==> config.mk <==
export PLATFORM = sky130hd
export DESIGN_NAME = dtc_timer
export DESIGN_NICKNAME = d
export VERILOG_FILES = /design/src/core/dtc_timer.v
export VERILOG_INCLUDE_DIRS = /design/src /design/src/pkg
export SDC_FILE = /design/constraint.sdc
export NUM_CORES = 1
export LEC_CHECK = 0
export ABC_AREA = 0
export BUFFER_PORTS_ARGS = -buffer_cell sky130_fd_sc_hd__buf_2
export CORE_UTILIZATION = 50
export DETAILED_ROUTE_END_ITERATION = 10
export PLACE_DENSITY = 0.71
export SYNTH_ARGS = -nofsm -noshare
export SYNTH_HDL_FRONTEND = slang
export SYNTH_SLANG_ARGS = --single-unit
==> constraint.sdc <==
create_clock -name mclk -period 4.7 [get_ports mclk]
set_clock_uncertainty 0.1 [all_clocks]
set_input_delay 0.235 -clock mclk [delete_from_list [all_inputs] [get_ports mclk]]
set_output_delay 0.235 -clock mclk [all_outputs]
set_load 0.02 [all_outputs]
==> src/pkg/dtc_map.vh <==
// register map, field positions, reset values and timing counts of the dual timer
// assumes inclusion by bare name from the core file
`ifndef DTC_MAP_VH
`define DTC_MAP_VH

// ----------------------------------------
// register offsets
// ----------------------------------------
`define DTC_OFS_CTRL 8'h88
`define DTC_OFS_MODE 8'h89
`define DTC_OFS_TL0 8'h8a
`define DTC_OFS_TL1 8'h8b
`define DTC_OFS_TH0 8'h8c
`define DTC_OFS_TH1 8'h8d
`define DTC_OFS_IST 8'h90
`define DTC_OFS_ICLR 8'h91
`define DTC_OFS_IEN 8'h92

// ----------------------------------------
// timer_control_flags fields
// ----------------------------------------
`define DTC_OVF1 7
`define DTC_RUN1 6
`define DTC_OVF0 5
`define DTC_RUN0 4

// ----------------------------------------
// timer_mode_config fields
// ----------------------------------------
`define DTC_M0_LSB 0
`define DTC_CT0 2
`define DTC_GATE0 3
`define DTC_M1_LSB 4
`define DTC_CT1 6
`define DTC_GATE1 7

// ----------------------------------------
// modes
// ----------------------------------------
`define DTC_MODE13 2'd0
`define DTC_MODE16 2'd1
`define DTC_MODE8R 2'd2
`define DTC_MODESPLIT 2'd3

// ----------------------------------------
// reset values and timing
// ----------------------------------------
`define DTC_RST_BYTE 8'h00
`define DTC_MC_CLKS 12

`endif

==> src/core/dtc_timer.v <==
// dual timer/counter with four modes, register port and overflow interrupt
// assumes a register master on mclk; count and gate pins are asynchronous

`include "dtc_map.vh"

module dtc_timer #(
  parameter MC_CLKS = `DTC_MC_CLKS,
  parameter DIV_W = 4
) (
  // clock and reset
  input wire mclk,
  input wire nrst,
  // register port
  input wire [7:0] reg_addr,
  input wire [7:0] reg_wdata,
  input wire reg_wr,
  input wire reg_rd,
  output reg [7:0] reg_rdata,
  // external pins
  input wire count_input_zero,
  input wire count_input_one,
  input wire ext_irq_pin_zero,
  input wire ext_irq_pin_one,
  // interrupt service acknowledges
  input wire svc_ack_zero,
  input wire svc_ack_one,
  // status outputs
  output reg overflow_flag_zero,
  output reg overflow_flag_one,
  output reg baud_tick,
  output reg irq
);

  // ----------------------------------------
  // step of one timer; returns {carry, high, low}
  // ----------------------------------------
  function [16:0] dtc_step;
    input [1:0] m;
    input [7:0] h;
    input [7:0] l;
    reg [13:0] s13;
    reg [16:0] s16;
    reg [8:0] s8;
    begin
      s13 = {1'b0, h, l[4:0]} + 14'h0001;
      s16 = {1'b0, h, l} + 17'h00001;
      s8 = {1'b0, l} + 9'h001;
      case (m)
        `DTC_MODE13: dtc_step = {s13[13], s13[12:5], 3'b000, s13[4:0]};
        `DTC_MODE16: dtc_step = s16;
        `DTC_MODE8R: dtc_step = {s8[8], h, s8[8] ? h : s8[7:0]};
        default: dtc_step = {s8[8], h, s8[7:0]};
      endcase
    end
  endfunction

  // ----------------------------------------
  // exact address match of one strobe
  // ----------------------------------------
  function dtc_hit;
    input strb;
    input [7:0] a;
    input [7:0] ofs;
    begin
      // unmapped addresses hit nothing, so such writes fall away
      dtc_hit = strb & (a == ofs);
    end
  endfunction

  // ----------------------------------------
  // state
  // ----------------------------------------
  reg [DIV_W-1:0] div_q;
  reg mc_q;
  reg [3:0] sy1_q;
  reg [3:0] sy2_q;
  reg [1:0] smp_q;
  reg [7:0] mode_q;
  reg [7:0] tl0_q;
  reg [7:0] th0_q;
  reg [7:0] tl1_q;
  reg [7:0] th1_q;
  reg tf0_q;
  reg tf1_q;
  reg tr0_q;
  reg tr1_q;
  reg [3:0] clo_q;
  reg [1:0] ist_q;
  reg [1:0] ien_q;

  // ----------------------------------------
  // next values
  // ----------------------------------------
  reg [7:0] tl0_d;
  reg [7:0] th0_d;
  reg [7:0] tl1_d;
  reg [7:0] th1_d;
  reg tf0_d;
  reg tf1_d;
  reg [1:0] ist_d;
  reg [7:0] rdata_d;
  reg ov0;
  reg ov1;
  reg ovh;
  reg [16:0] st0;
  reg [16:0] st1;
  reg [16:0] sth;

  wire [1:0] m0 = mode_q[`DTC_M0_LSB+1:`DTC_M0_LSB];
  wire [1:0] m1 = mode_q[`DTC_M1_LSB+1:`DTC_M1_LSB];
  wire split = (m0 == `DTC_MODESPLIT);

  // synced pins: [0] count zero, [1] count one, [2] gate zero, [3] gate one
  wire [1:0] edge_s = smp_q & ~sy2_q[1:0];
  wire run0 = tr0_q & (~mode_q[`DTC_GATE0] | sy2_q[2]);
  wire run1 = tr1_q & (~mode_q[`DTC_GATE1] | sy2_q[3]);
  wire inc0 = mc_q & run0 & (mode_q[`DTC_CT0] ? edge_s[0] : 1'b1);
  wire inc1 = mc_q & run1 & (m1 != `DTC_MODESPLIT)
    & (mode_q[`DTC_CT1] ? edge_s[1] : 1'b1);
  // split high byte ignores gate and select: always machine cycles
  wire inch = mc_q & split & tr1_q;

  // in split mode timer one no longer owns its flag
  wire evt1 = split ? ovh : ov1;

  // ----------------------------------------
  // register strobes
  // ----------------------------------------
  wire wr_ctrl = dtc_hit(reg_wr, reg_addr, `DTC_OFS_CTRL);
  wire wr_mode = dtc_hit(reg_wr, reg_addr, `DTC_OFS_MODE);
  wire wr_tl0 = dtc_hit(reg_wr, reg_addr, `DTC_OFS_TL0);
  wire wr_tl1 = dtc_hit(reg_wr, reg_addr, `DTC_OFS_TL1);
  wire wr_th0 = dtc_hit(reg_wr, reg_addr, `DTC_OFS_TH0);
  wire wr_th1 = dtc_hit(reg_wr, reg_addr, `DTC_OFS_TH1);
  wire wr_iclr = dtc_hit(reg_wr, reg_addr, `DTC_OFS_ICLR);
  wire wr_ien = dtc_hit(reg_wr, reg_addr, `DTC_OFS_IEN);

  always @*
  begin
    st0 = dtc_step(m0, th0_q, tl0_q);
    st1 = dtc_step(m1, th1_q, tl1_q);
    sth = dtc_step(`DTC_MODESPLIT, 8'h00, th0_q);
    tl0_d = tl0_q;
    th0_d = th0_q;
    tl1_d = tl1_q;
    th1_d = th1_q;
    ov0 = 1'b0;
    ov1 = 1'b0;
    ovh = 1'b0;
    if (inc0)
    begin
      ov0 = st0[16];
      th0_d = st0[15:8];
      tl0_d = st0[7:0];
    end
    if (inch)
    begin
      ovh = sth[16];
      th0_d = sth[7:0];
    end
    if (inc1)
    begin
      ov1 = st1[16];
      th1_d = st1[15:8];
      tl1_d = st1[7:0];
    end
    // software write overrides a same-cycle step
    if (wr_tl0)
      tl0_d = reg_wdata;
    if (wr_th0)
      th0_d = reg_wdata;
    if (wr_tl1)
      tl1_d = reg_wdata;
    if (wr_th1)
      th1_d = reg_wdata;
    if (m0 == `DTC_MODE13)
      tl0_d[7:5] = 3'b000;
    if (m1 == `DTC_MODE13)
      tl1_d[7:5] = 3'b000;
  end

  // ----------------------------------------
  // overflow flags
  // ----------------------------------------
  always @*
  begin
    // hardware set wins over software or service clear
    tf0_d = tf0_q;
    tf1_d = tf1_q;
    if (wr_ctrl)
    begin
      tf0_d = reg_wdata[`DTC_OVF0];
      tf1_d = reg_wdata[`DTC_OVF1];
    end
    if (svc_ack_zero)
      tf0_d = 1'b0;
    if (svc_ack_one)
      tf1_d = 1'b0;
    if (ov0)
      tf0_d = 1'b1;
    if (evt1)
      tf1_d = 1'b1;
  end

  // ----------------------------------------
  // interrupt status
  // ----------------------------------------
  always @*
  begin
    // a same-cycle event beats the clear so no overflow is lost
    ist_d = ist_q;
    if (wr_iclr)
      ist_d = ist_q & ~reg_wdata[1:0];
    ist_d = ist_d | {evt1, ov0};
  end

  // ----------------------------------------
  // read data
  // ----------------------------------------
  always @*
  begin
    case (reg_addr)
      `DTC_OFS_CTRL: rdata_d = {tf1_q, tr1_q, tf0_q, tr0_q, clo_q};
      `DTC_OFS_MODE: rdata_d = mode_q;
      `DTC_OFS_TL0: rdata_d = tl0_q;
      `DTC_OFS_TL1: rdata_d = tl1_q;
      `DTC_OFS_TH0: rdata_d = th0_q;
      `DTC_OFS_TH1: rdata_d = th1_q;
      `DTC_OFS_IST: rdata_d = {6'h00, ist_q};
      `DTC_OFS_IEN: rdata_d = {6'h00, ien_q};
      default: rdata_d = 8'h00;
    endcase
    if (!reg_rd)
      rdata_d = 8'h00;
  end

  // ----------------------------------------
  // machine cycle divider and pin sampling
  // ----------------------------------------
  always @(posedge mclk or negedge nrst)
  begin
    if (!nrst)
    begin
      div_q <= {DIV_W{1'b0}};
      mc_q <= 1'b0;
    end
    else
    begin
      mc_q <= (div_q == MC_CLKS - 1);
      if (div_q == MC_CLKS - 1)
        div_q <= {DIV_W{1'b0}};
      else
        div_q <= div_q + {{(DIV_W-1){1'b0}}, 1'b1};
    end
  end

  // pins idle high; reset value of the sample is low so no false edge follows reset
  always @(posedge mclk or negedge nrst)
  begin
    if (!nrst)
    begin
      sy1_q <= 4'h0;
      sy2_q <= 4'h0;
      smp_q <= 2'b00;
    end
    else
    begin
      sy1_q <= {ext_irq_pin_one, ext_irq_pin_zero, count_input_one, count_input_zero};
      sy2_q <= sy1_q;
      // one sample per machine cycle, so edges faster than that are missed
      if (mc_q)
        smp_q <= sy2_q[1:0];
    end
  end

  // ----------------------------------------
  // control and mode
  // ----------------------------------------
  always @(posedge mclk or negedge nrst)
  begin
    if (!nrst)
    begin
      mode_q <= `DTC_RST_BYTE;
      tr0_q <= 1'b0;
      tr1_q <= 1'b0;
      clo_q <= 4'h0;
    end
    else
    begin
      if (wr_mode)
        mode_q <= reg_wdata;
      if (wr_ctrl)
      begin
        // run bits only gate counting; counts stay as they are
        tr0_q <= reg_wdata[`DTC_RUN0];
        tr1_q <= reg_wdata[`DTC_RUN1];
        clo_q <= reg_wdata[3:0];
      end
    end
  end

  // ----------------------------------------
  // counts, flags and their outputs
  // ----------------------------------------
  always @(posedge mclk or negedge nrst)
  begin
    if (!nrst)
    begin
      tl0_q <= `DTC_RST_BYTE;
      th0_q <= `DTC_RST_BYTE;
      tl1_q <= `DTC_RST_BYTE;
      th1_q <= `DTC_RST_BYTE;
      tf0_q <= 1'b0;
      tf1_q <= 1'b0;
      overflow_flag_zero <= 1'b0;
      overflow_flag_one <= 1'b0;
      baud_tick <= 1'b0;
    end
    else
    begin
      tl0_q <= tl0_d;
      th0_q <= th0_d;
      tl1_q <= tl1_d;
      th1_q <= th1_d;
      tf0_q <= tf0_d;
      tf1_q <= tf1_d;
      // output copies load from the next value so they match the flag bits
      overflow_flag_zero <= tf0_d;
      overflow_flag_one <= tf1_d;
      // tick follows timer one even when split mode takes its flag
      baud_tick <= ov1;
    end
  end

  // ----------------------------------------
  // interrupt and read port
  // ----------------------------------------
  always @(posedge mclk or negedge nrst)
  begin
    if (!nrst)
    begin
      ist_q <= 2'b00;
      ien_q <= 2'b00;
      irq <= 1'b0;
      reg_rdata <= 8'h00;
    end
    else
    begin
      if (wr_ien)
        ien_q <= reg_wdata[1:0];
      ist_q <= ist_d;
      // enable write acts at once so masking needs no extra cycle
      irq <= |(ist_d & (wr_ien ? reg_wdata[1:0] : ien_q));
      reg_rdata <= rdata_d;
    end
  end

endmodule // dtc_timer

**Yosys cells after proc, flatten, opt, wreduce, memory -nomap -nowiden**

Index checks and enable logic that the tools add are counted.

- Word-level logic and storage cells: 122
- Flip-flop bits (word level): 77
- Output and inout port bits: 12

- Reductions and logical operators: 15
- Bitwise gates (word level): 27
- Equal/unequal tests: 18
- Add/subtract/negate cells: 8
- Mux-type cells: 32

Operators with widths:

| cell | number |
|---|---|
| one-hot mux 17 bit (3 select lines) | 2 |
| two-way mux 8 bit | 12 |
| == test 8 bit (second input constant) | 9 |
| one-hot mux 8 bit (8 select lines) | 1 |
| adder 16 x 1 -> 17 bit (second input constant) | 2 |
| adder 13 x 1 -> 14 bit (second input constant) | 2 |
| adder 8 x 1 -> 9 bit (second input constant) | 3 |
| nonzero test 3 bit | 6 |
| bitwise AND 1 bit | 17 |
| two-way mux 1 bit | 12 |
| bitwise AND 2 bit | 3 |
| == test 2 bit (second input constant) | 3 |
| two-way mux 3 bit | 2 |
| AND reduction 3 bit | 2 |
| nonzero test 2 bit | 3 |
| adder 4 x 1 -> 4 bit (second input constant) | 1 |
| == test 2 x 1 -> 1 bit (second input constant) | 2 |
| == test 4 bit (second input constant) | 1 |
| logical NOT 2 bit | 2 |
| two-way mux 2 bit | 2 |
| two-way mux 4 bit | 1 |
| != test 2 bit (second input constant) | 2 |
| inverter 2 bit | 2 |
| nonzero test 4 bit | 1 |
| other kinds (5) | 7 |

**Logic depth before layout (Yosys ltp)**

- Depth after elaboration: 11
- Gate-level depth with buffers: 8
- Mapped depth without buffers: 6

**Worst setup path after synthesis**

No wires, ideal clock.

- Kind: reg-to-reg
- Start point: reg tl1_q[0]
- End point: reg tl1_q[2]
- Path slack: 2653 ps
- Path buffers: 0
- Data arrival time: 1826 ps
- Data required time: 4479 ps
- Cell stages (with the launch flop): 7
- Cell sequence: dfrtp_1 ha_1 nand4_1 nor4b_4 mux2_2 o22ai_1 o21ai_1

- Longest elaborated chain between the ends: 5
- Elaborated cells between the ends (all ways): 7
- Classes of those cells: 3 x add/sub; 4 x mux

RTL lines:

| item | RTL line | source |
|---|---|---|
| from (decl) | dtc_timer.v:81 | `reg [7:0] tl1_q;` |
| from (signal assigned) | dtc_timer.v:311 | `` tl1_q <= `DTC_RST_BYTE; `` |
| from (signal assigned) | dtc_timer.v:323 | `tl1_q <= tl1_d;` |
| adder 8 x 1 -> 9 bit | dtc_timer.v:47 | `s8 = {1'b0, l} + 9'h001;` |
| two-way mux 8 bit | dtc_timer.v:51 | `` `DTC_MODE8R: dtc_step = {s8[8], h, s8[8] ? h : s8[7:0]}; `` |
| one-hot mux 17 bit (3 select lines) * | dtc_timer.v:48 | `case (m)` |
| two-way mux 8 bit * | dtc_timer.v:161 | `if (inc1)` |
| two-way mux 8 bit * | dtc_timer.v:172 | `if (wr_tl1)` |

Every way passes the cells marked *; elsewhere a longest branch is shown, timed or not. The select of a mux whose other input is x is not followed.
A chain may end at the register's enable or synchronous reset.

**Worst setup path in the final report**

- Start point: reg mode_q[5]
- End point: reg th1_q[1]

- Longest elaborated chain between the ends: 5
- Elaborated cells between the ends (all ways): 13
- Classes of those cells: 4 x eq/ne; 3 x mux; 2 x bitwise; 4 x reduce/logical

RTL lines:

| item | RTL line | source |
|---|---|---|
| from (decl) | dtc_timer.v:78 | `reg [7:0] mode_q;` |
| from (signal assigned) | dtc_timer.v:283 | `` mode_q <= `DTC_RST_BYTE; `` |
| from (signal assigned) | dtc_timer.v:291 | `mode_q <= reg_wdata;` |
| != test 2 bit (no source line) | - |  |
| bitwise AND 1 bit (2 in series) | dtc_timer.v:118 | `` wire inc1 = mc_q & run1 & (m1 != `DTC_MODESPLIT) `` |
| nonzero test 2 bit (no source line) | - |  |
| AND reduction 3 bit (no source line) | - |  |
| to (signal assigned) | dtc_timer.v:312 | `` th1_q <= `DTC_RST_BYTE; `` |
| to (signal assigned) | dtc_timer.v:324 | `th1_q <= th1_d;` |
| to (decl) | dtc_timer.v:82 | `reg [7:0] th1_q;` |

Several ways; a longest one is shown, not always the timed one. The select of a mux whose other input is x is not followed.

==> flow_results.org <==
** Critical path
- In this run the worst path has a maximum fanout of 30.
- Kind of capture point of the worst setup path :: flop
- List of cells traversed by the critical path :: and2_1 -> a2111o_1 -> or2_1 -> o21a_1 -> o32a_1
- Crit path arrival time :: a little over 3 ns
- Startpoint Class :: flop
- The worst setup path is of the reg -> reg kind.
- Required time reported for the critical path endpoint :: between 4 and 5 ns
- The startpoint identified for the worst register-to-register timing path is mode_q[5].
- The setup check on the worst reg-to-reg path leaves a slack of approximately 1.8 ns.
- Among cell families on the critical path, the largest total delay comes from compound AO/OA/AOI/OAI gates.
- Depth of the worst register-to-register path :: 5
- CP max stage delay :: 0.79 ns
- For this design, the slowest cell found on the critical path is sky130_fd_sc_hd__a2111o_1.
- The endpoint identified for the worst register-to-register timing path is th1_q[1].
- The number of buffers and inverters on the critical path is 0.

** Final layout
- Excluding fillers, the count of instances in the completed layout stands at about 700.
- Area Growth Syn to Fin :: 9.084%
- Post-route standard cell area excluding fillers :: ~5500 µm²
- Of the cells placed in the final design, the portion with a size suffix greater than 1 is around 16%.
- The filler cells instantiated in the layout total 892.
- The library cell used most frequently in the layout, excluding fill and tap cells, is sky130_fd_sc_hd__dfrtp_1.
- Final layout net count :: approximately 600
- In the layout the commonest cells are sky130_fd_sc_hd__dfrtp_1 (77), sky130_fd_sc_hd__nand2_1 (54), sky130_fd_sc_hd__a21oi_1 (36), sky130_fd_sc_hd__buf_2 (36), sky130_fd_sc_hd__nor2_1 (35).
- At the end of the flow the core is filled with cells to a little under three fifths.
- The number of antenna diodes in the final layout is 0.

** Drt
- Number of violations reported at the end of detailed-routing iteration 0 :: between 400 and 500
- In the routed design, unresolved DRC markers number 0.
- Drt wl/cell :: approximately 20 µm
- Total number of vias :: about 4500
- Pre-antenna DRT Iters :: 5
- Remaining antenna violation count after routing :: 0
- Wirelength, routed :: 14250 µm
- Vias per inst :: about 6.5

** Synthesis
- Sequential fraction of the synthesis area :: 38.12%
- Counting every net in the synthesized netlist gives between 500 and 600.
- In this run the cell area of the synthesized design comes to about 5100 µm².
- Number of distinct standard cells referenced by the synthesized netlist :: 81
- Top_reg_cell synth :: sky130_fd_sc_hd__dfrtp_1
- After synthesis the netlist holds a flip-flop and latch count of 77.
- Yosys mapped a number of flops with a built-in enable equal to 0.
- Synthesized instance count :: 538
- In this run the mean area of a mapped cell was between 9 and 10 µm².
- Yosys warning count :: 0
- Post-synth ARST share :: 100.0%

** CTS
- The longest clock path from root to sink contains 2 buffers.
- Clock tree synthesis inserted a total of 9 buffers.
- Register clock-pin slew on the reported worst setup and hold paths :: about 0.09 ns
- Clk Latency, worst-skew pair :: about 0.38 ns
- In this run the post-CTS setup repair buffer count came out at 0.
- TritonCTS clock tree :: done
- Count of instances resized after the clock tree is built :: 0
- # clock sinks :: a little under 80
- H-tree Lvls :: 3
- CTS placed an instance of sky130_fd_sc_hd__clkbuf_8 at the clock tree root.

** Placement
- Post-DP Area :: around 5200 µm²
- # port buffers :: 37
- Post-DP HPWL :: between 9000 and 10000 µm
- Routability-driven placement finished with a final weighted congestion of around 0.95.
- Pre-CTS setup slack :: between 1.5 and 2 ns
- Cell count after placement :: around 670

** Global route
- The via count of the first global-routing pass was around 4200.
- First-pass GRT wire length :: about 23000 µm
- Entering global routing, the biggest net connects between 70 and 80 pins.
- Grt ovf :: 0
- Global routing consumed, over all layers together, slightly below 30% of the routing resources.
- Antenna violations before repair :: 0

** STA
- Worst Slack Setup Final :: roughly 1.8 ns
- For the pin with the worst max-slew slack, the measured transition is 1.032 ns.
- Summed over all failing endpoints, the final setup total negative slack is 0 ns.
- Setup repair after global routing left no endpoint under its margin.
- Final clock period utilization by the worst path :: 61.39%
- The smallest clock period supported by the final layout is computed as a little under 3 ns.
- The max-slew violation count is 0.
- Max_slew headroom :: a little under a third
- Static timing analysis puts the maximum clock frequency at 346.6 MHz.
- Setup violations remaining at the end of the flow were counted as 0.
- Hold violation total from the final report :: 0

** Floorplanning
- From bottom edge to top edge, the die measures a little over 100 µm.
- From left edge to right edge, the die measures just over 100 µm.
- Once the floorplan was initialized, standard cells occupied around 52% of the core.
- The region available for standard cell placement spans approximately 10000 µm².
- 38 I/O pins were placed.
- After floorplanning, the core was divided into 36 placement rows.
- Die Footprint :: around 11000 µm²

** Hold path
- Hold-critical path endpoint :: tl0_q[6]
- The worst hold path passes through 3 cells.
- In this run the most critical hold path is launched from reg_wdata[6].
- Class of the tightest hold or removal check :: in -> reg

** Run status
- Status :: finished, final reports clean

** Power
- Ratio of total power to cell area :: between 200 and 300 nW/µm²
- Leakage power :: between 2 and 2.5 nW
- Across the VDD grid, the largest voltage drop is between 0.15 and 0.2 mV.

** Job
- Max-cap violations in this run came to 0.
## flip-flops by register name, indices dropped and copies added, names as in the netlist, 8 cells and up
name	cells
dtc_step.l	8
tl0_q	8
mode_q	8
reg_rdata	8
tl1_q	8
th1_q	8
## power by group
group | internal [W] | switching [W] | total [W]
Combinational | 0.000110 | 0.000168 | 0.000278
Sequential | 0.000696 | 0.0000744 | 0.000770
Clock | 0.000274 | 0.000264 | 0.000538
## worst register-to-register path: stages (launching register included)
cell,delay (ns)
sky130_fd_sc_hd__dfrtp_1,0.67
sky130_fd_sc_hd__and2_1,0.28
sky130_fd_sc_hd__a2111o_1,0.79
sky130_fd_sc_hd__or2_1,0.42
sky130_fd_sc_hd__o21a_1,0.19
sky130_fd_sc_hd__o32a_1,0.32
## stage by stage
stage	total power [W]	hold slack, ns
2_1_floorplan	0.0009510	-0.1606
3_3_place_gp	0.001039	0.2339
3_5_place_dp	0.001047	0.2396
4_1_cts	0.001590	0.05260
5_1_grt	0.001660	0.06691
6_report	0.001587	0.06919
## repair_timing
item | CTS | global route
endpoints found under the hold margin | 83 | 0
hold buffers | 7 | 0
setup endpoints to repair | 0 | 0
## worst max-delay path by stage
stage,start,end,slack (ns),cells after the start
after CTS,mode_q[5],irq,1.82,5
after floorplan,tl1_q[0],tl1_q[2],2.65,6
after detailed placement,mode_q[5],th1_q[1],1.85,5
after global routing,mode_q[5],irq,1.66,5
after global placement,mode_q[5],th1_q[1],1.92,5
final,mode_q[5],th1_q[1],1.81,5
## layout make-up
class | instances | area [µm²] | area share [%]
clock buffers | 11 | 151.4 | 2.746
clock inverters | 5 | 58.81 | 1.066
inverters | 14 | 52.55 | 0.9530
multi-input cells | 409 | 2885 | 52.33
flip-flops and latches | 77 | 1927 | 34.94
well taps | 133 | 166.4 | 3.018
repair buffers | 46 | 272.8 | 4.947
## cells in the mapped netlist (all sizes together), types with 3 or more instances
master	number	area share (%)
nand3b	5	0.74
nand4	10	1.4
nor2b	6	0.74
a211o	4	0.69
nand4b	3	0.52
buf	19	2.4
clkbuf	19	1.4
a22oi	9	1.3
and2	4	0.49
and4	10	1.7
a311oi	3	0.52
o21ai	32	3.2
and3	9	1.1
or3	3	0.37
ha	4	0.99
o31ai	12	1.8
nor4	6	1.5
or2	3	0.37
xor2	3	0.52
nand2b	5	0.62
a21oi	36	3.6
nand3	25	2.7
nor2	35	2.6
mux2i	10	2.0
a211oi	10	1.7
a21o	8	1.2
dfrtp	77	38
mux4	8	3.6
inv	13	0.97
a2111oi	4	1.4
nor3	7	0.69
nand2	55	4.1
nor4b	4	0.99
mux2	23	5.1
a31oi	9	1.1
xnor2	9	1.6
or4	3	0.45
## layer usage
layer | GRT usage [%] | part of all wire [%] | wire length, µm | vias up
met2 | 45.59 | 47 | 6685 | 253
met3 | 9.492 | 11 | 1525 | 33
li1 | - | - | - | 2060
met1 | 37.70 | 40 | 5699 | 2181
met5 | 0 | 0 | 0 | -
met4 | 10.88 | 2.4 | 343 | 0
## cells by family after synthesis
group	after synthesis	synth area share, %
AO/OA/AOI/OAI	154	21.19
XOR/XNOR	12	2.079
adder cells (fa/ha/maj)	4	0.9901
buffers and inverters	52	4.802
flip-flops	77	38.12
multiplexers	41	10.67
AND/OR/NAND/NOR	198	22.15
(Power assumes the default switching activity.)
